**config.mk**
```make
export PLATFORM = sky130hd
export DESIGN_NAME = pcsr_regs
export DESIGN_NICKNAME = d
export VERILOG_FILES = /design/src/logic/pcsr_pkg.sv /design/src/logic/pcsr_reset_seq.sv /design/src/logic/pcsr_regs.sv
export VERILOG_INCLUDE_DIRS = /design/src /design/src/logic
export SDC_FILE = /design/constraint.sdc
export NUM_CORES = 1
export LEC_CHECK = 0
export ABC_AREA = 1
export BUFFER_PORTS_ARGS = -buffer_cell sky130_fd_sc_hd__buf_2
export CAP_MARGIN = 0
export CORE_ASPECT_RATIO = 1.5
export CORE_MARGIN = 2
export CORE_UTILIZATION = 48
export CTS_CLUSTER_SIZE = 30
export DETAILED_ROUTE_END_ITERATION = 8
export PLACE_DENSITY = 0.8
export SKIP_LAST_GASP = 1
export SLEW_MARGIN = 20
export SYNTH_ARGS = -nofsm -noshare
export SYNTH_HDL_FRONTEND = slang
export SYNTH_SLANG_ARGS = --single-unit
```
**constraint.sdc**
```tcl
create_clock -name clk -period 1.81 [get_ports clk]
set_input_delay 0.362 -clock clk [delete_from_list [all_inputs] [get_ports clk]]
set_output_delay 0.362 -clock clk [all_outputs]
set_load 0.02 [all_outputs]
```
**src/logic/pcsr_defs.svh**
```systemverilog
// Purpose: offsets, field positions, reset values and counts of the
//          coding-sublayer control and status registers
// Assumes: included by its bare name
// Notes:   register offsets are indices; byte address is four times
//          the index once the bank nibble is dropped
`ifndef PCSR_DEFS_SVH
`define PCSR_DEFS_SVH

// ---------------------------------------------------------------
// register offsets as printed
// ---------------------------------------------------------------
`define PCSR_OFS_CTRL 16'h3000
`define PCSR_OFS_CTRL_ALT 16'h38E6
`define PCSR_OFS_STATUS 16'h38E7
`define PCSR_BANK_MASK 16'h0FFF

// ---------------------------------------------------------------
// field positions
// ---------------------------------------------------------------
`define PCSR_CTRL_RST_BIT 15
`define PCSR_CTRL_LPBK_BIT 14
`define PCSR_ST_TXLPI_LAT_BIT 11
`define PCSR_ST_RXLPI_LAT_BIT 10
`define PCSR_ST_TXLPI_NOW_BIT 9
`define PCSR_ST_RXLPI_NOW_BIT 8
`define PCSR_ST_FAULT_BIT 7
`define PCSR_ST_LINK_BIT 2

// ---------------------------------------------------------------
// reset values and counts
// ---------------------------------------------------------------
`define PCSR_CTRL_RESET 16'h0000
`define PCSR_STATUS_RESET 16'h0000
`define PCSR_CTRL_USED_MASK 16'hC000
`define PCSR_ST_USED_MASK 16'h0F84
`define PCSR_RESET_CYCLES 16

`endif

```
**src/logic/pcsr_pkg.sv**
```systemverilog
// Purpose: types shared by the coding-sublayer register bank
// Assumes: nothing
// Notes:   constants live in pcsr_defs.svh
package pcsr_pkg;

  // ---------------------------------------------------------------
  // states
  // ---------------------------------------------------------------
  typedef enum logic [0:0] {
    PCSR_BUS_IDLE = 1'b0,
    PCSR_BUS_ANSWER = 1'b1
  } pcsr_bus_e;

  typedef enum logic [1:0] {
    PCSR_SEQ_IDLE = 2'b00,
    PCSR_SEQ_HOLD = 2'b01,
    PCSR_SEQ_DONE = 2'b10
  } pcsr_seq_e;

  // ---------------------------------------------------------------
  // state records
  // ---------------------------------------------------------------
  typedef struct packed {
    pcsr_seq_e state;
    logic [15:0] count;
    logic busy;
    logic sub_reset;
  } pcsr_seq_s;

  typedef struct packed {
    pcsr_bus_e bus;
    logic waitrequest;
    logic [31:0] readdata;
    logic loopback;
    logic tx_lpi_lat;
    logic rx_lpi_lat;
    logic tx_lpi_now;
    logic rx_lpi_now;
    logic fault_lat;
    logic link_stat;
  } pcsr_regs_s;

endpackage

```
**src/logic/pcsr_reset_seq.sv**
```systemverilog
// Purpose: sequencer for the self-clearing coding-sublayer reset
// Assumes: start is a one-cycle pulse from the register bank
// Notes:   busy covers the whole sequence so the bit reads one until done
`timescale 1ns/10ps
`include "pcsr_defs.svh"
module pcsr_reset_seq #(
  parameter int RESET_CYCLES = `PCSR_RESET_CYCLES
) (
  // clock and reset
  input wire logic clk,
  input wire logic reset_n,
  // control
  input wire logic start,
  // status and reset out
  output logic busy,
  output logic sub_reset
);

  pcsr_pkg::pcsr_seq_s r;
  pcsr_pkg::pcsr_seq_s next_r;

  // ---------------------------------------------------------------
  // sequence
  // ---------------------------------------------------------------
  always_comb begin
    next_r = r;
    case (r.state)
      pcsr_pkg::PCSR_SEQ_IDLE: begin
        if (start) begin
          next_r.state = pcsr_pkg::PCSR_SEQ_HOLD;
          next_r.count = 16'h0000;
          next_r.busy = 1'b1;
          next_r.sub_reset = 1'b1;
        end
      end
      pcsr_pkg::PCSR_SEQ_HOLD: begin
        if (r.count == 16'(RESET_CYCLES - 1)) begin
          next_r.state = pcsr_pkg::PCSR_SEQ_DONE;
          next_r.sub_reset = 1'b0;
        end else begin
          next_r.count = r.count + 16'h0001;
        end
      end
      pcsr_pkg::PCSR_SEQ_DONE: begin
        // one quiet cycle so the sublayer leaves reset before bit clears
        next_r.state = pcsr_pkg::PCSR_SEQ_IDLE;
        next_r.busy = 1'b0;
      end
      default: begin
        next_r.state = pcsr_pkg::PCSR_SEQ_IDLE;
        next_r.busy = 1'b0;
        next_r.sub_reset = 1'b0;
      end
    endcase
  end

  always_ff @(posedge clk or negedge reset_n) begin
    if (!reset_n) begin
      r <= '{pcsr_pkg::PCSR_SEQ_IDLE, 16'h0000, 1'b0, 1'b0};
    end else begin
      r <= next_r;
    end
  end

  assign busy = r.busy;
  assign sub_reset = r.sub_reset;

endmodule

```
**src/logic/pcsr_regs.sv**
```systemverilog
// Purpose: coding-sublayer control and status register bank on Avalon-MM
// Assumes: status inputs synchronous to clk; bank nibble already dropped
// Notes:   both control locations alias the same reset and loopback bits
//
// Summary of operation
// - Writing one to control bit 15 resets the coding sublayer; zero is normal.
// - The reset bit clears itself once the reset sequence has finished.
// - Control bit 14 enables loopback when one and disables it when zero.
// - Status bit 11 latches transmit low-power idle until a write of zero.
// - Status bit 10 latches receive low-power idle until a write of zero.
// - Status bit 9 shows transmit low-power idle being received now.
// - Status bit 8 shows receive low-power idle being received now.
// - Status bit 7 latches a fault until a write of zero clears it.
// - Status bit 2 reports receive link, and a write of zero sets it.
//
// The Avalon-MM register port was decided locally.
`timescale 1ns/10ps
`include "pcsr_defs.svh"
module pcsr_regs #(
  parameter int RESET_CYCLES = `PCSR_RESET_CYCLES
) (
  // clock and reset
  input wire logic clk,
  input wire logic reset_n,
  // avalon-mm slave
  input wire logic [13:0] avs_address,
  input wire logic avs_read,
  input wire logic avs_write,
  input wire logic [31:0] avs_writedata,
  input wire logic [3:0] avs_byteenable,
  output logic [31:0] avs_readdata,
  output logic avs_waitrequest,
  // sublayer status in
  input wire logic tx_lpi_active,
  input wire logic rx_lpi_active,
  input wire logic fault_event,
  input wire logic rx_link_up,
  // sublayer control out
  output logic coding_layer_soft_reset,
  output logic coding_layer_loopback_en
);

  // ---------------------------------------------------------------
  // decode
  // ---------------------------------------------------------------
  localparam logic [15:0] OFS_CTRL = `PCSR_OFS_CTRL & `PCSR_BANK_MASK;
  localparam logic [15:0] OFS_ALT = `PCSR_OFS_CTRL_ALT & `PCSR_BANK_MASK;
  localparam logic [15:0] OFS_ST = `PCSR_OFS_STATUS & `PCSR_BANK_MASK;
  localparam logic [15:0] ST_USED = `PCSR_ST_USED_MASK;
  localparam logic [15:0] CTRL_USED = `PCSR_CTRL_USED_MASK;

  pcsr_pkg::pcsr_regs_s r;
  pcsr_pkg::pcsr_regs_s next_r;

  logic [11:0] index;
  logic hit_ctrl;
  logic hit_st;
  logic req;
  logic rd_load;
  logic wr_go;
  logic wr_ctrl_hi;
  logic wr_st_hi;
  logic wr_st_lo;
  logic start_reset;
  logic seq_busy;
  logic seq_reset;
  logic clr_tx;
  logic clr_rx;
  logic clr_fault;
  logic set_link;
  logic [15:0] ctrl_word;
  logic [15:0] st_word;

  // word index; the bank nibble never reaches the bus
  assign index = avs_address[13:2];
  assign hit_ctrl = (index == OFS_CTRL[11:0]) || (index == OFS_ALT[11:0]);
  assign hit_st = (index == OFS_ST[11:0]);
  assign req = avs_read || avs_write;

  // reads are captured one edge ahead so data stands at the taking edge
  assign rd_load = avs_read && (r.bus == pcsr_pkg::PCSR_BUS_IDLE);
  // writes take effect only at the edge where waitrequest is seen low
  assign wr_go = avs_write && (r.bus == pcsr_pkg::PCSR_BUS_ANSWER);
  assign wr_ctrl_hi = wr_go && hit_ctrl && avs_byteenable[1];
  assign wr_st_hi = wr_go && hit_st && avs_byteenable[1];
  assign wr_st_lo = wr_go && hit_st && avs_byteenable[0];

  // ---------------------------------------------------------------
  // software actions
  // ---------------------------------------------------------------
  assign start_reset = wr_ctrl_hi &&
    avs_writedata[`PCSR_CTRL_RST_BIT] && !seq_busy;
  assign clr_tx = wr_st_hi && !avs_writedata[`PCSR_ST_TXLPI_LAT_BIT];
  assign clr_rx = wr_st_hi && !avs_writedata[`PCSR_ST_RXLPI_LAT_BIT];
  assign clr_fault = wr_st_lo && !avs_writedata[`PCSR_ST_FAULT_BIT];
  assign set_link = wr_st_lo && !avs_writedata[`PCSR_ST_LINK_BIT];

  // ---------------------------------------------------------------
  // read words
  // ---------------------------------------------------------------
  always_comb begin
    ctrl_word = `PCSR_CTRL_RESET;
    ctrl_word[`PCSR_CTRL_RST_BIT] = seq_busy;
    ctrl_word[`PCSR_CTRL_LPBK_BIT] = r.loopback;
    st_word = `PCSR_STATUS_RESET;
    st_word[`PCSR_ST_TXLPI_LAT_BIT] = r.tx_lpi_lat;
    st_word[`PCSR_ST_RXLPI_LAT_BIT] = r.rx_lpi_lat;
    st_word[`PCSR_ST_TXLPI_NOW_BIT] = r.tx_lpi_now;
    st_word[`PCSR_ST_RXLPI_NOW_BIT] = r.rx_lpi_now;
    st_word[`PCSR_ST_FAULT_BIT] = r.fault_lat;
    st_word[`PCSR_ST_LINK_BIT] = r.link_stat;
  end

  // ---------------------------------------------------------------
  // next state
  // ---------------------------------------------------------------
  always_comb begin
    next_r = r;
    next_r.tx_lpi_now = tx_lpi_active;
    next_r.rx_lpi_now = rx_lpi_active;
    // set wins over a clear in the same cycle
    next_r.tx_lpi_lat = tx_lpi_active || (r.tx_lpi_lat && !clr_tx);
    next_r.rx_lpi_lat = rx_lpi_active || (r.rx_lpi_lat && !clr_rx);
    next_r.fault_lat = fault_event || (r.fault_lat && !clr_fault);
    // link is latched low: a drop outranks a software set
    if (!rx_link_up) begin
      next_r.link_stat = 1'b0;
    end else if (set_link) begin
      next_r.link_stat = 1'b1;
    end
    if (wr_ctrl_hi) begin
      next_r.loopback = avs_writedata[`PCSR_CTRL_LPBK_BIT];
    end
    case (r.bus)
      pcsr_pkg::PCSR_BUS_IDLE: begin
        if (req) begin
          next_r.bus = pcsr_pkg::PCSR_BUS_ANSWER;
          next_r.waitrequest = 1'b0;
          if (rd_load && hit_ctrl) begin
            next_r.readdata = {16'h0000, ctrl_word};
          end else if (rd_load && hit_st) begin
            next_r.readdata = {16'h0000, st_word};
          end else begin
            // unmapped and write cycles return zero
            next_r.readdata = 32'h0000_0000;
          end
        end
      end
      pcsr_pkg::PCSR_BUS_ANSWER: begin
        next_r.bus = pcsr_pkg::PCSR_BUS_IDLE;
        next_r.waitrequest = 1'b1;
      end
      default: begin
        next_r.bus = pcsr_pkg::PCSR_BUS_IDLE;
        next_r.waitrequest = 1'b1;
      end
    endcase
  end

  always_ff @(posedge clk or negedge reset_n) begin
    if (!reset_n) begin
      r <= '{pcsr_pkg::PCSR_BUS_IDLE, 1'b1, 32'h0000_0000, 1'b0,
             1'b0, 1'b0, 1'b0, 1'b0, 1'b0, 1'b0};
    end else begin
      r <= next_r;
    end
  end

  // ---------------------------------------------------------------
  // reset sequencer
  // ---------------------------------------------------------------
  pcsr_reset_seq #(
    .RESET_CYCLES(RESET_CYCLES)
  ) u_seq (
    .clk(clk),
    .reset_n(reset_n),
    .start(start_reset),
    .busy(seq_busy),
    .sub_reset(seq_reset)
  );

  // ---------------------------------------------------------------
  // outputs
  // ---------------------------------------------------------------
  assign avs_readdata = r.readdata;
  assign avs_waitrequest = r.waitrequest;
  assign coding_layer_loopback_en = r.loopback;
  assign coding_layer_soft_reset = seq_reset;

  // ---------------------------------------------------------------
  // checks
  // ---------------------------------------------------------------
  AST_RST_START: assert property (
    @(posedge clk) disable iff (!reset_n)
    start_reset |=> coding_layer_soft_reset && seq_busy
  ) else $error("soft reset did not start");

  AST_RST_ZERO: assert property (
    @(posedge clk) disable iff (!reset_n)
    (wr_ctrl_hi && !avs_writedata[`PCSR_CTRL_RST_BIT] && !seq_busy)
    |=> !coding_layer_soft_reset
  ) else $error("write of zero started a reset");

  AST_RST_SELFCLR: assert property (
    @(posedge clk) disable iff (!reset_n)
    $rose(seq_busy) |-> ##[1:40] !seq_busy
  ) else $error("reset bit did not clear itself");

  AST_RST_COVER: assert property (
    @(posedge clk) disable iff (!reset_n)
    coding_layer_soft_reset |-> seq_busy
  ) else $error("reset bit reads zero while reset held");

  AST_LOOPBACK: assert property (
    @(posedge clk) disable iff (!reset_n)
    wr_ctrl_hi |=>
    coding_layer_loopback_en == $past(avs_writedata[`PCSR_CTRL_LPBK_BIT])
  ) else $error("loopback does not follow write");

  AST_LOOP_HOLD: assert property (
    @(posedge clk) disable iff (!reset_n)
    !wr_ctrl_hi |=> $stable(coding_layer_loopback_en)
  ) else $error("loopback changed without a write");

  AST_TX_LAT: assert property (
    @(posedge clk) disable iff (!reset_n)
    (tx_lpi_active || (r.tx_lpi_lat && !avs_write)) |=> r.tx_lpi_lat
  ) else $error("tx idle flag lost");

  AST_TX_CLR: assert property (
    @(posedge clk) disable iff (!reset_n)
    (clr_tx && !tx_lpi_active) |=> !r.tx_lpi_lat
  ) else $error("tx idle flag not cleared");

  AST_RX_LAT: assert property (
    @(posedge clk) disable iff (!reset_n)
    (rx_lpi_active || (r.rx_lpi_lat && !avs_write)) |=> r.rx_lpi_lat
  ) else $error("rx idle flag lost");

  AST_RX_CLR: assert property (
    @(posedge clk) disable iff (!reset_n)
    (clr_rx && !rx_lpi_active) |=> !r.rx_lpi_lat
  ) else $error("rx idle flag not cleared");

  AST_TX_NOW: assert property (
    @(posedge clk) disable iff (!reset_n)
    (rd_load && hit_st) |-> ##1
    avs_readdata[`PCSR_ST_TXLPI_NOW_BIT] == $past(tx_lpi_active, 2)
  ) else $error("tx idle live bit wrong");

  AST_RX_NOW: assert property (
    @(posedge clk) disable iff (!reset_n)
    (rd_load && hit_st) |-> ##1
    avs_readdata[`PCSR_ST_RXLPI_NOW_BIT] == $past(rx_lpi_active, 2)
  ) else $error("rx idle live bit wrong");

  AST_FAULT: assert property (
    @(posedge clk) disable iff (!reset_n)
    fault_event ##1 !clr_fault |=> r.fault_lat
  ) else $error("fault flag not held");

  AST_LINK_DOWN: assert property (
    @(posedge clk) disable iff (!reset_n)
    !rx_link_up |=> !r.link_stat
  ) else $error("link bit high after link drop");

  AST_LINK_SET: assert property (
    @(posedge clk) disable iff (!reset_n)
    (set_link && rx_link_up) |=> r.link_stat
  ) else $error("write of zero did not set link bit");

  AST_RSVD_ST: assert property (
    @(posedge clk) disable iff (!reset_n)
    (rd_load && hit_st) |=>
    (avs_readdata[31:16] == 16'h0000) &&
    ((avs_readdata[15:0] & ~ST_USED) == 16'h0000)
  ) else $error("reserved status bits not zero");

  AST_RSVD_CTRL: assert property (
    @(posedge clk) disable iff (!reset_n)
    (rd_load && hit_ctrl) |=>
    (avs_readdata[31:16] == 16'h0000) &&
    ((avs_readdata[15:0] & ~CTRL_USED) == 16'h0000)
  ) else $error("reserved control bits not zero");

  AST_ANSWER: assert property (
    @(posedge clk) disable iff (!reset_n)
    (req && avs_waitrequest) |=> !avs_waitrequest ##1 avs_waitrequest
  ) else $error("bus answer not one cycle");

  AST_TX_SETWIN: assert property (
    @(posedge clk) disable iff (!reset_n)
    (clr_tx && tx_lpi_active) |=> r.tx_lpi_lat
  ) else $error("tx idle clear beat a set");

  AST_RX_SETWIN: assert property (
    @(posedge clk) disable iff (!reset_n)
    (clr_rx && rx_lpi_active) |=> r.rx_lpi_lat
  ) else $error("rx idle clear beat a set");

  AST_FAULT_CLR: assert property (
    @(posedge clk) disable iff (!reset_n)
    (clr_fault && !fault_event) |=> !r.fault_lat
  ) else $error("fault flag not cleared");

  AST_FAULT_SETWIN: assert property (
    @(posedge clk) disable iff (!reset_n)
    (clr_fault && fault_event) |=> r.fault_lat
  ) else $error("fault clear beat a set");

  AST_LINK_HOLD: assert property (
    @(posedge clk) disable iff (!reset_n)
    (rx_link_up && !set_link) |=> $stable(r.link_stat)
  ) else $error("link bit moved without cause");

  AST_RST_QUIET: assert property (
    @(posedge clk) disable iff (!reset_n)
    $fell(coding_layer_soft_reset) |-> seq_busy ##1 !seq_busy
  ) else $error("reset bit did not clear after quiet cycle");

  AST_RST_IGNORED: assert property (
    @(posedge clk) disable iff (!reset_n)
    (seq_busy && !coding_layer_soft_reset) |=> !coding_layer_soft_reset
  ) else $error("reset restarted while busy");

  AST_WR_AT_ANSWER: assert property (
    @(posedge clk) disable iff (!reset_n)
    wr_go |-> !avs_waitrequest
  ) else $error("write taken while waitrequest high");

  AST_RD_HOLD: assert property (
    @(posedge clk) disable iff (!reset_n)
    !avs_waitrequest |=> $stable(avs_readdata)
  ) else $error("read data moved after the taking edge");

  AST_CTRL_BUSY_BIT: assert property (
    @(posedge clk) disable iff (!reset_n)
    (rd_load && hit_ctrl) |=>
    avs_readdata[`PCSR_CTRL_RST_BIT] == $past(seq_busy)
  ) else $error("reset bit does not show the sequence");

  AST_UNMAPPED: assert property (
    @(posedge clk) disable iff (!reset_n)
    (rd_load && !hit_ctrl && !hit_st) |=> avs_readdata == 32'h0000_0000
  ) else $error("unmapped read not zero");

  AST_IDLE_WAIT: assert property (
    @(posedge clk) disable iff (!reset_n)
    (!req && avs_waitrequest) |=> avs_waitrequest
  ) else $error("waitrequest dropped with no request");

endmodule

```
=== Yosys cells after proc, flatten, opt, wreduce, memory -nomap -nowiden ===
Index checks and enable logic that the tools add are counted.

* Register bits after elaboration: 61
* Output and inout bits: 35
* Word-level logic and storage cells: 81

* Bitwise logic cells: 3
* Add/subtract/negate cells: 1
* Eq/ne operators: 10
* Reductions and logical operators: 39
* Multiplexer cells: 14

{| class="wikitable"
|+ Operators by type and width
! operator !! count
|-
| 34-bit 2-to-1 mux || 1
|-
| 32-bit 2-to-1 mux || 1
|-
| 16-bit one-hot mux with 2 select lines || 1
|-
| 12-bit == test (second input constant) || 2
|-
| 20-bit 2-to-1 mux || 1
|-
| 1-bit logical AND || 18
|-
| 16-bit by 1-bit adder with 16-bit output (second input constant) || 1
|-
| 16-bit by 4-bit == test with 1-bit output (second input constant) || 1
|-
| 16-bit 2-to-1 mux || 1
|-
| 12-bit zero test || 1
|-
| 12-bit 2-to-1 mux || 1
|-
| 1-bit zero test || 8
|-
| 2-bit one-hot mux with 2 select lines || 2
|-
| 2-bit != test (second input constant) || 3
|-
| 2-bit AND reduction || 3
|-
| 3-bit AND reduction || 2
|-
| 1-bit logical OR || 5
|-
| 2-bit by 1-bit != test with 1-bit output (second input constant) || 2
|-
| 1-bit 2-to-1 mux || 3
|-
| 1-bit NOT || 3
|-
| 1-bit one-hot mux with 3 select lines || 1
|-
| 2-bit by 1-bit == test with 1-bit output (second input constant) || 1
|-
| 2-bit == test (second input constant) || 1
|-
| 2-bit zero test || 1
|-
| other kinds (3) || 3
|}

=== Depth between registers and ports, before layout ===
Gate-level depths: netlist of run 1.

* Depth after elaboration: 8
* Mapped depth: 10

=== Hierarchy ===
Synthesis of run 1 repeated with hierarchy kept, for this count alone.

* Cell total of the unflattened synthesis: 326
* Area, all modules: 2382.3 µm²

{| class="wikitable"
|+ Modules (own cells, without submodules)
! module !! area an instance (µm²) !! cells an instance !! instances
|-
| pcsr_reset_seq || 1218.7 || 175 || 1
|-
| pcsr_regs || 1163.6 || 151 || 1
|}

=== Worst setup path before layout of run 1 ===
No wires, ideal clock.

* Path type: register to register
* Start point: reg u_seq.r[2] in the netlist's numbering
* End point: reg u_seq.r[2] in the netlist's numbering
* Required time: 1.745 ns
* Clock period less this slack: 1.418 ns
* Buffers on the path: 0
* Setup time: 0.065 ns
* Data arrival time: 1.353 ns
* Slack: 0.392 ns
* Cell stages (with the launch flop): 10
* Path through: dfrtp_1 ha_1 nand2_2 nor2_4 inv_2 nor2_2 nand2_2 nand2_4 or2_2 nand2_1

* Longest elaborated chain between the ends: 3

{| class="wikitable"
|+ Ends and longest elaborated chain
! item !! RTL line !! RTL
|-
| start: declaration || pcsr_reset_seq.sv:19 || <nowiki>pcsr_pkg::pcsr_seq_s r;</nowiki>
|-
| start signal: assignment || pcsr_reset_seq.sv:59 || <nowiki>r <= '{pcsr_pkg::PCSR_SEQ_IDLE, 16'h0000, 1'b0, 1'b0};</nowiki>
|-
| start signal: assignment || pcsr_reset_seq.sv:61 || <nowiki>r <= next_r;</nowiki>
|-
| 16-bit by 1-bit adder with 16-bit output or 16-bit by 4-bit == test with 1-bit output (tied branches) || pcsr_reset_seq.sv:41, pcsr_reset_seq.sv:37 ||
|-
| 16-bit 2-to-1 mux or 2-bit != test (tied branches) || n/a ||
|-
| 16-bit one-hot mux with 2 select lines or 3-bit AND reduction (tied branches) || n/a ||
|}

Several ways; a longest one is shown, not always the timed one. The select of a mux whose other input is x is not followed.
A chain may end at the register's enable or synchronous reset.

=== Worst setup path in the final report of run 1 ===
* Start point: reg u_seq.r[2] in the netlist's numbering
* End point: reg u_seq.r[6] in the netlist's numbering

Same word-level chain as after synthesis.

==> flow_summary.json, run 1 <==
{
  "p_leak_nw": 1.43,
  "swShare_pct": 22.7,
  "synth_seq_area_share_pct": 41.8,
  "grt-ovfl-total": 0,
  "rows": 30,
  "drv_cap": 0,
  "wire_per_inst_um": 11.3,
  "finClkSkew_ns": 0.00862,
  "slew_viol_final": 0,
  "via_per_inst": 5.00,
  "finalPower_w": 0.00186,
  "cp_common_cell": "nand2_1",
  "async_reset_ff_share_pct": 100,
  "start_util_pct": 49.3,
  "critPathKind": "reg -> reg",
  "clockBufferDepth": 2,
  "setup_tns_ns": 0,
  "power_density_mw_per_mm2": 739,
  "io_buffers": 38,
  "power_frac_seq_pct": 45.3,
  "syn_area_per_cell_um2": 7.42,
  "dp_slack_ns": 0.202,
  "cts_tree": "yes",
  "status": "complete, no violations",
  "rsz0062_at_grt": "no",
  "grt_start_max_net_pins": 22,
  "synth-main-ff-cell": "dfrtp_1",
  "required_ns": 2.00,
  "synth_cell_types": 29,
  "hold_viol": 0,
  "clkTransAtPathRegs_ns": 0.08,
  "grt_pass1_wl_mm": 7.41,
  "cts_made_buffers": 5,
  "crit_chain": "ha_1 -> nand2_2 -> nor2_4 -> inv_2 -> nor2_2 -> nand2_2 -> nand2_4 -> nand2_1 -> nand2_1 -> nand2_1",
  "vias": 1944,
  "crit_arrival_ns": 1.79,
  "core_mm2": 0.00450,
  "synthCells": 299,
  "nets": 399,
  "drtPass1Iterations": 4,
  "synth_edf_count": 0,
  "setup_violations": 0,
  "dp.final_hpwl_mm": 3.38,
  "critPathMaxFanout": 18,
  "dp_cells": 380,
  "htreeDepth": 2,
  "fp.dieH_um": 87.3,
  "numClockSinks": 37,
  "vdd_drop_max_v": 0.000501,
  "timing.final.ws_setup_ns": 0.211,
  "area_delta_synth_final_pct": 13.4,
  "cts-root-buf": "clkbuf_8",
  "synth_warnings": 0,
  "die_w_um": 59.5,
  "slowest_delay_ns": 0.39,
  "grt_pass1_vias": 1832,
  "worstSetupEndpointType": "register",
  "critPathLaunchType": "register",
  "antenna_found_initial": 0,
  "drive_gt1_share_pct": 19.1,
  "drt-initial-drc-count": 52,
  "post_cts_resized": 0,
  "p_int_w": 0.00144,
  "antenna_cells": 0,
  "hold_class": "in -> reg",
  "detail-route-antenna-nets": 0,
  "dieArea_mm2": 0.00520,
  "min_period_over_period_pct": 88.3,
  "totalWireLength_mm": 4.40,
  "power.switching_w": 0.000423,
  "synth.cell_area_mm2": 0.00222,
  "insertion_delay_ns": 0.30,
  "cp_slowest_cell": "dfrtp_1",
  "fmax_ghz": 0.625,
  "place_congestion": 0.892,
  "instances_no_fill": 389,
  "synth-seq-cells": 37,
  "p_clk_share_pct": 46.6,
  "comb_power_share_pct": 8.0,
  "post-route-drc-count": 0,
  "min_period_ns": 1.60,
  "grtUsageTotal_pct": 18.7,
  "ios": 93
}
-- flip-flops by register name, summed over array words and instances (netlist names) --
name,count
avs_readdata,8
avs_waitrequest,1
coding_layer_loopback_en,1
r,7
u_seq.busy,1
u_seq.r,18
u_seq.sub_reset,1
-- through the flow --
step	area [um2]	utilization, %	hold slack (ns)
global route	2520	55.9	0.169
finish	2520	55.9	0.179
detailed placement	2370	52.6	0.318
CTS	2520	55.9	0.170
global placement	2370	52.6	0.313
floorplan	2310	-	0.0664
-- power groups by stage --
stage / logic [W] / registers [W] / clock network (W)
CTS: 0.000151 / 0.000842 / 0.000889
finish: 0.000149 / 0.000843 / 0.000867
floorplan: 0.000114 / 0.000864 / 0
global placement: 0.000147 / 0.000858 / 0
detailed placement: 0.000149 / 0.000859 / 0
global route: 0.000167 / 0.000844 / 0.000913
-- cells in the mapped netlist, types with 2 or more instances --
library cell	instances	area share, %
inv_1	33	5.6
o21ai_0	11	2.5
nand4_1	12	3.4
nor2_2	3	0.85
nand2_1	74	13
nor2_1	30	5.1
o21bai_1	3	1.0
nand3_1	40	9.0
dfrtp_1	36	41
buf_4	32	11
nor3_1	5	1.1
or2_2	2	0.56
nand2_2	2	0.56
-- layer usage --
layer	GRT usage, %	vias up	wire (um)
li1	-	981	-
met1	17.9	892	1700
met2	35.5	62	2360
met3	3.57	9	218
met4	10.7	0	119
met5	0	-	0
-- cells by family after synthesis --
kind of cell,after synthesis,synth area share [%]
AO/OA/AOI/OAI,18,4.62
XOR/XNOR,1,0.395
adder cells (fa/ha/maj),1,0.564
buffers and inverters,69,17.6
flip-flops,37,41.8
other,1,0.169
AND/OR/NAND/NOR,172,34.8
-- worst max-delay path, delay by kind of cell, from the launching register on --
family                   cells  cell delay (ns)
AND/OR/NAND/NOR              8             0.83
flip-flops                   1             0.39
adder cells (fa/ha/maj)      1             0.21
buffers and inverters        1             0.05
-- final timing paths --
path / to / cells after the start / startpoint / slack, ns
min in group asynchronous: u_seq.r[17] / 2 / reset_n / 0.52
hold / removal: r[2] / 1 / rx_lpi_active / 0.18
setup reg to reg: u_seq.r[6] / 10 / u_seq.r[2] / 0.21
max in group asynchronous: u_seq.r[9] / 3 / reset_n / 0.85
setup / recovery: u_seq.r[6] / 10 / u_seq.r[2] / 0.21
hold reg to reg: u_seq.sub_reset / 2 / u_seq.sub_reset / 0.48
-- what timing repair did --
action / CTS / global route
endpoints found under the hold margin: 13 / 0
hold buffers: 1 / 0
setup buffers: 0 / 0
-- cell usage in the layout (no fill, tap or decap), types with 2 or more instances in the layout --
master,instances
dfrtp_1,36
nand3_1,40
nand4_1,12
buf_2,38
o21ai_0,11
inv_1,33
buf_4,5
conb_1,24
nor2_2,3
nor3_1,5
nand2_1,74
clkbuf_8,5
nand2_2,2
buf_12,2
bufinv_16,2
nor2_1,30
or2_2,2
o21bai_1,3
-- cell type report --
type                            instances  area, um2
Fill cell                             421       1990
Multi-Input combinational cell        216        987
Sequential cell                        37        927
Timing Repair Buffer                   46        278
Inverter                               34        128
Clock buffer                            5       68.8
Clock inverter                          3       68.8
Tap cell                               48       60.1
(Power assumes the default switching activity.)
==> run 2, diff against run 1 <==
Settings changed: CORE_UTILIZATION 48 to 43, PLACE_DENSITY 0.8 to 0.76.
Clock period 1.81 ns to 1.35 ns, I/O delays scaled along.
==> flow_summary.json, run 2 (synthesized netlist as in run 1, its figures left out) <==
{
  "drtPass1Iterations": 4,
  "timing.final.ws_setup_ns": -0.0745,
  "htreeDepth": 2,
  "worst_pin_slew_ns": 0.607,
  "via_per_inst": 4.73,
  "slew_headroom_pct": 59.2,
  "cts-root-buf": "clkbuf_8",
  "antenna_found_initial": 0,
  "dieArea_mm2": 0.00576,
  "use_met1_pct": 17.9,
  "use_met2_pct": 35.6,
  "p_int_w": 0.00154,
  "drv_cap": 0,
  "use_met3_pct": 4.05,
  "hold_class": "in -> reg",
  "placed_area_mm2": 0.00260,
  "place_congestion": 0.872,
  "grt_pass1_vias": 2042,
  "rows": 32,
  "grt_start_max_net_pins": 38,
  "grt_pass1_wl_mm": 8.45,
  "layout_common_cells": "73 x nand2_1, 38 x buf_2, 36 x nand3_1, 36 x dfrtp_1, 32 x inv_1",
  "detail-route-antenna-nets": 0,
  "comb_power_share_pct": 9.7,
  "post-route-drc-count": 0,
  "totalWireLength_mm": 4.87,
  "start_util_pct": 44.0,
  "worstSetupEndpointType": "register",
  "fmax_ghz": 0.702,
  "ios": 93,
  "nets": 424,
  "cts_made_buffers": 5,
  "rsz0062_at_grt": "yes",
  "fp.dieH_um": 92.0,
  "numClockSinks": 37,
  "critPathMaxFanout": 3,
  "largest_reg_flops": 18,
  "power_density_mw_per_mm2": 758,
  "violations": "setup timing",
  "vdd_drop_max_v": 0.000453,
  "grtUsageTotal_pct": 18.1,
  "area_delta_synth_final_pct": 24.6,
  "slew_viol_final": 0,
  "swShare_pct": 26.5,
  "p_leak_nw": 1.52,
  "core_mm2": 0.00504,
  "status": "finished, violations left",
  "critPathKind": "reg -> reg",
  "power.switching_w": 0.000556,
  "finalPower_w": 0.00210,
  "dp.final_hpwl_mm": 3.80,
  "finClkSkew_ns": 0.00502,
  "grt-busiest-layer": "met2",
  "setup_violations": 16,
  "finalInstanceArea_mm2": 0.00277,
  "regMostFlops": "u_seq.r",
  "p_clk_share_pct": 36.4,
  "final_common_cell": "nand2_1",
  "fillers": 489,
  "antenna_cells": 0,
  "cts_tree": "yes",
  "wire_per_inst_um": 11.2,
  "clockBufferDepth": 2,
  "drive_gt1_share_pct": 27.6,
  "min_period_over_period_pct": 106,
  "clkTransAtPathRegs_ns": 0.08,
  "die_w_um": 62.7,
  "io_buffers": 38,
  "dp_cells": 425,
  "power_frac_seq_pct": 53.9,
  "hold_viol": 0,
  "insertion_delay_ns": 0.29,
  "required_ns": 1.54,
  "vias": 2053,
  "crit_arrival_ns": 1.61,
  "drt-initial-drc-count": 91,
  "min_period_ns": 1.42,
  "critPathLaunchType": "register",
  "grt-ovfl-total": 0,
  "instances_no_fill": 434
}
## run 2: per-stage QoR
stage | worst slack (ns) | TNS [ns] | hold WS (ns) | utilization, %
6_report | -0.0745 | -0.541 | 0.0977 | 54.8
5_1_grt | -0.157 | -2.17 | 0.0845 | 54.8
4_1_cts | -0.0899 | -1.26 | 0.0914 | 53.4
3_5_place_dp | -0.0817 | -1.11 | 0.250 | 51.5
3_3_place_gp | -0.0335 | -0.434 | 0.249 | 51.5
2_1_floorplan | -0.0485 | -0.544 | -0.0256 | -
## run 2: critical path, stage by stage (launching register included)
cell,delay (ns)
dfrtp_1,0.36
ha_2,0.19
nand2_2,0.08
nor3_1,0.28
buf_4,0.18
nand4_1,0.08
nand3_1,0.10
nand2_1,0.05
## run 2: power groups by stage
stage                     Combinational (W)  Clock, W  Sequential (W)
after floorplan                    0.000153         0         0.00116
after global placement             0.000201         0         0.00115
after detailed placement           0.000204         0         0.00115
after CTS                          0.000207  0.000788         0.00113
after global routing               0.000228  0.000826         0.00113
final                              0.000203  0.000763         0.00113
## run 2: worst paths after layout
| kind | cells after the start | startpoint | end | slack (ns) |
|---|---|---|---|---|
| setup / recovery | 7 | u_seq.r[2] | u_seq.r[16] | -0.07 |
| hold / removal | 1 | rx_lpi_active | r[2] | 0.1 |
| setup reg to reg | 7 | u_seq.r[2] | u_seq.r[16] | -0.07 |
| hold reg to reg | 2 | avs_readdata[8] | avs_readdata[8] | 0.47 |
| max in group asynchronous | 3 | reset_n | avs_waitrequest | 0.62 |
| min in group asynchronous | 3 | reset_n | u_seq.r[14] | 0.46 |
## run 2: final cells by class
class	count	area, um2	area share (%)
multi-input cells	216	1050	38.1
clock buffers	5	68.8	2.49
inverters	34	128	4.62
clock inverters	3	17.5	0.633
well taps	68	85.1	3.08
flip-flops and latches	37	927	33.5
repair buffers	71	485	17.6
## run 2: routing by layer
metal | routed length, um | share of wire (%)
met5 | 0 | 0
met2 | 2690 | 55
met3 | 273 | 5.6
met1 | 1790 | 37
met4 | 113 | 2.3
## run 2: repair_timing
action / CTS / global route
hold buffers: 1 / 0
setup buffers: 0 / 1
gates resized for setup: 0 / 16
hold endpoints to repair: 36 / 0
endpoints found under the setup margin: 17 / 19
pin swaps: 4 / 7
==> run 3, diff against run 2 <==
Settings changed: REMOVE_ABC_BUFFERS set to 1.
==> flow_summary.json, run 3 (synthesized netlist as in run 1, its figures left out) <==
{
  "status": "finished, violations left",
  "violations": "setup timing",
  "ff_latch_area_um2": 927,
  "r2r_cells": 10,
  "antenna_found_initial": 0,
  "final_common_cell": "nand2_1",
  "grt_start_max_net_pins": 38,
  "area_delta_synth_final_pct": 26.6,
  "crit_family": "simple AND/OR/NAND/NOR gates",
  "die_w_um": 62.7,
  "fp.dieH_um": 92.0,
  "hold_end": "r[2]",
  "setup_violations": 17,
  "start_util_pct": 44.0,
  "totalWireLength_mm": 5.22,
  "p_leak_nw": 1.56,
  "setup_tns_ns": -1.21,
  "crit_buf_inv": 2,
  "numClockSinks": 37,
  "vias": 2091,
  "fillers": 472,
  "cp_common_cell": "nand2_4",
  "grt-ovfl-total": 0,
  "rsz0062_at_grt": "yes",
  "power_density_mw_per_mm2": 751,
  "crit_arrival_ns": 1.69,
  "critPathMaxFanout": 8,
  "grtUsageTotal_pct": 18.2,
  "vdd_drop_max_v": 0.000557,
  "finClkSkew_ns": 0.00417,
  "crit_chain": "ha_4 -> nand2_4 -> nor2_4 -> inv_2 -> nor2_2 -> nand2_2 -> nand2_4 -> buf_12 -> nand3_2 -> nand2_1",
  "core_mm2": 0.00504,
  "post-route-drc-count": 0,
  "hold_class": "in -> reg",
  "multi_input_area_mm2": 0.00108,
  "finalInstanceArea_mm2": 0.00281,
  "r2r-end": "u_seq.r[11]",
  "slew_viol_final": 0,
  "critPathLaunchType": "register",
  "cts_tree": "yes",
  "worstSetupEndpointType": "register",
  "dp.final_hpwl_mm": 3.79,
  "timing.final.ws_setup_ns": -0.0993,
  "ios": 93,
  "placed_area_mm2": 0.00258,
  "cts-root-buf": "clkbuf_8",
  "finalPower_w": 0.00211,
  "clockBufferDepth": 2,
  "drtPass1Iterations": 4,
  "detail-route-antenna-nets": 0,
  "via_per_inst": 4.76,
  "largest_reg_flops": 18,
  "place_congestion": 0.948,
  "worstHoldStart": "rx_lpi_active",
  "htreeDepth": 2,
  "min_period_over_period_pct": 107,
  "antenna_cells": 0,
  "nets": 429,
  "r2r_start": "u_seq.r[2]",
  "wire_per_inst_um": 11.9,
  "slowest_delay_ns": 0.41,
  "drt-initial-drc-count": 101,
  "hold_viol": 0,
  "dp_cells": 425,
  "rrSetupSlack_ns": -0.1,
  "clkTransAtPathRegs_ns": 0.08,
  "drv_cap": 0,
  "dieArea_mm2": 0.00576,
  "io_buffers": 38,
  "instances_no_fill": 439,
  "cts_made_buffers": 5,
  "cp_slowest_cell": "dfrtp_1",
  "hold_depth": 1,
  "required_ns": 1.59,
  "critPathKind": "reg -> reg",
  "grt_pass1_wl_mm": 8.30,
  "drive_gt1_share_pct": 29.6,
  "rows": 32,
  "min_period_ns": 1.45,
  "layout_common_cells": "72 x nand2_1, 38 x buf_2, 36 x dfrtp_1",
  "regMostFlops": "u_seq.r",
  "insertion_delay_ns": 0.29,
  "fmax_ghz": 0.690,
  "grt_pass1_vias": 1984
}
==> run 3: cell types whose count changed in the layout (fill, tap and decap cells not counted), sizes merged <==
cell,change
buf,+5
==> run 3: how the worst max path moves through the flow <==
stage / from / endpoint / slack [ns] / depth (start not counted)
detailed placement: u_seq.r[3] / u_seq.r[16] / -0.1 / 7
finish: u_seq.r[2] / u_seq.r[11] / -0.1 / 10
CTS: u_seq.r[3] / u_seq.r[12] / -0.11 / 10
global route: u_seq.r[2] / u_seq.r[4] / -0.20 / 10
floorplan: u_seq.r[19] / u_seq.r[2] / -0.23 / 4
global placement: u_seq.r[2] / u_seq.r[16] / -0.09 / 7
==> run 3: final cells by class <==
| cell class | count | area share, % |
|---|---|---|
| multi-input combinational | 216 | 38.3 |
| sequential | 37 | 33.0 |
| timing repair buffer | 76 | 18.0 |
| inverter | 34 | 4.54 |
| tap | 68 | 3.03 |
| clock buffer | 5 | 2.45 |
| clock inverter | 3 | 0.623 |
==> run 3: power breakdown <==
| group | total (W) | internal, W | switching (W) |
|---|---|---|---|
| logic | 0.000213 | 0.0000688 | 0.000145 |
| clock network | 0.000766 | 0.000356 | 0.000410 |
| registers | 0.00113 | 0.00112 | 0.00000698 |
==> run 3: repair_timing <==
action | in CTS | in global routing
pin swaps | 11 | 10
setup endpoints to repair | 16 | 19
resized for setup | 7 | 14
hold endpoints to repair | 36 | 0
setup buffers | 2 | 3
hold buffers | 1 | 0
==> run 3: stage by stage <==
stage	util [%]	hold slack (ns)	setup slack [ns]
after global placement	51.2	0.251	-0.0883
final	55.7	0.0940	-0.0993
after global routing	55.7	0.0809	-0.203
after floorplan	-	-0.0256	-0.228
after detailed placement	51.2	0.250	-0.0999
after CTS	54.0	0.0833	-0.108
==> run 3: routing by layer <==
metal | routed length [um] | vias up | GRT usage [%]
met1 | 1970 | 970 | 18.9
met2 | 2850 | 61 | 33.7
met4 | 170 | 0 | 10.2
met3 | 238 | 15 | 3.44
met5 | 0 | - | 0
li1 | - | 1045 | -
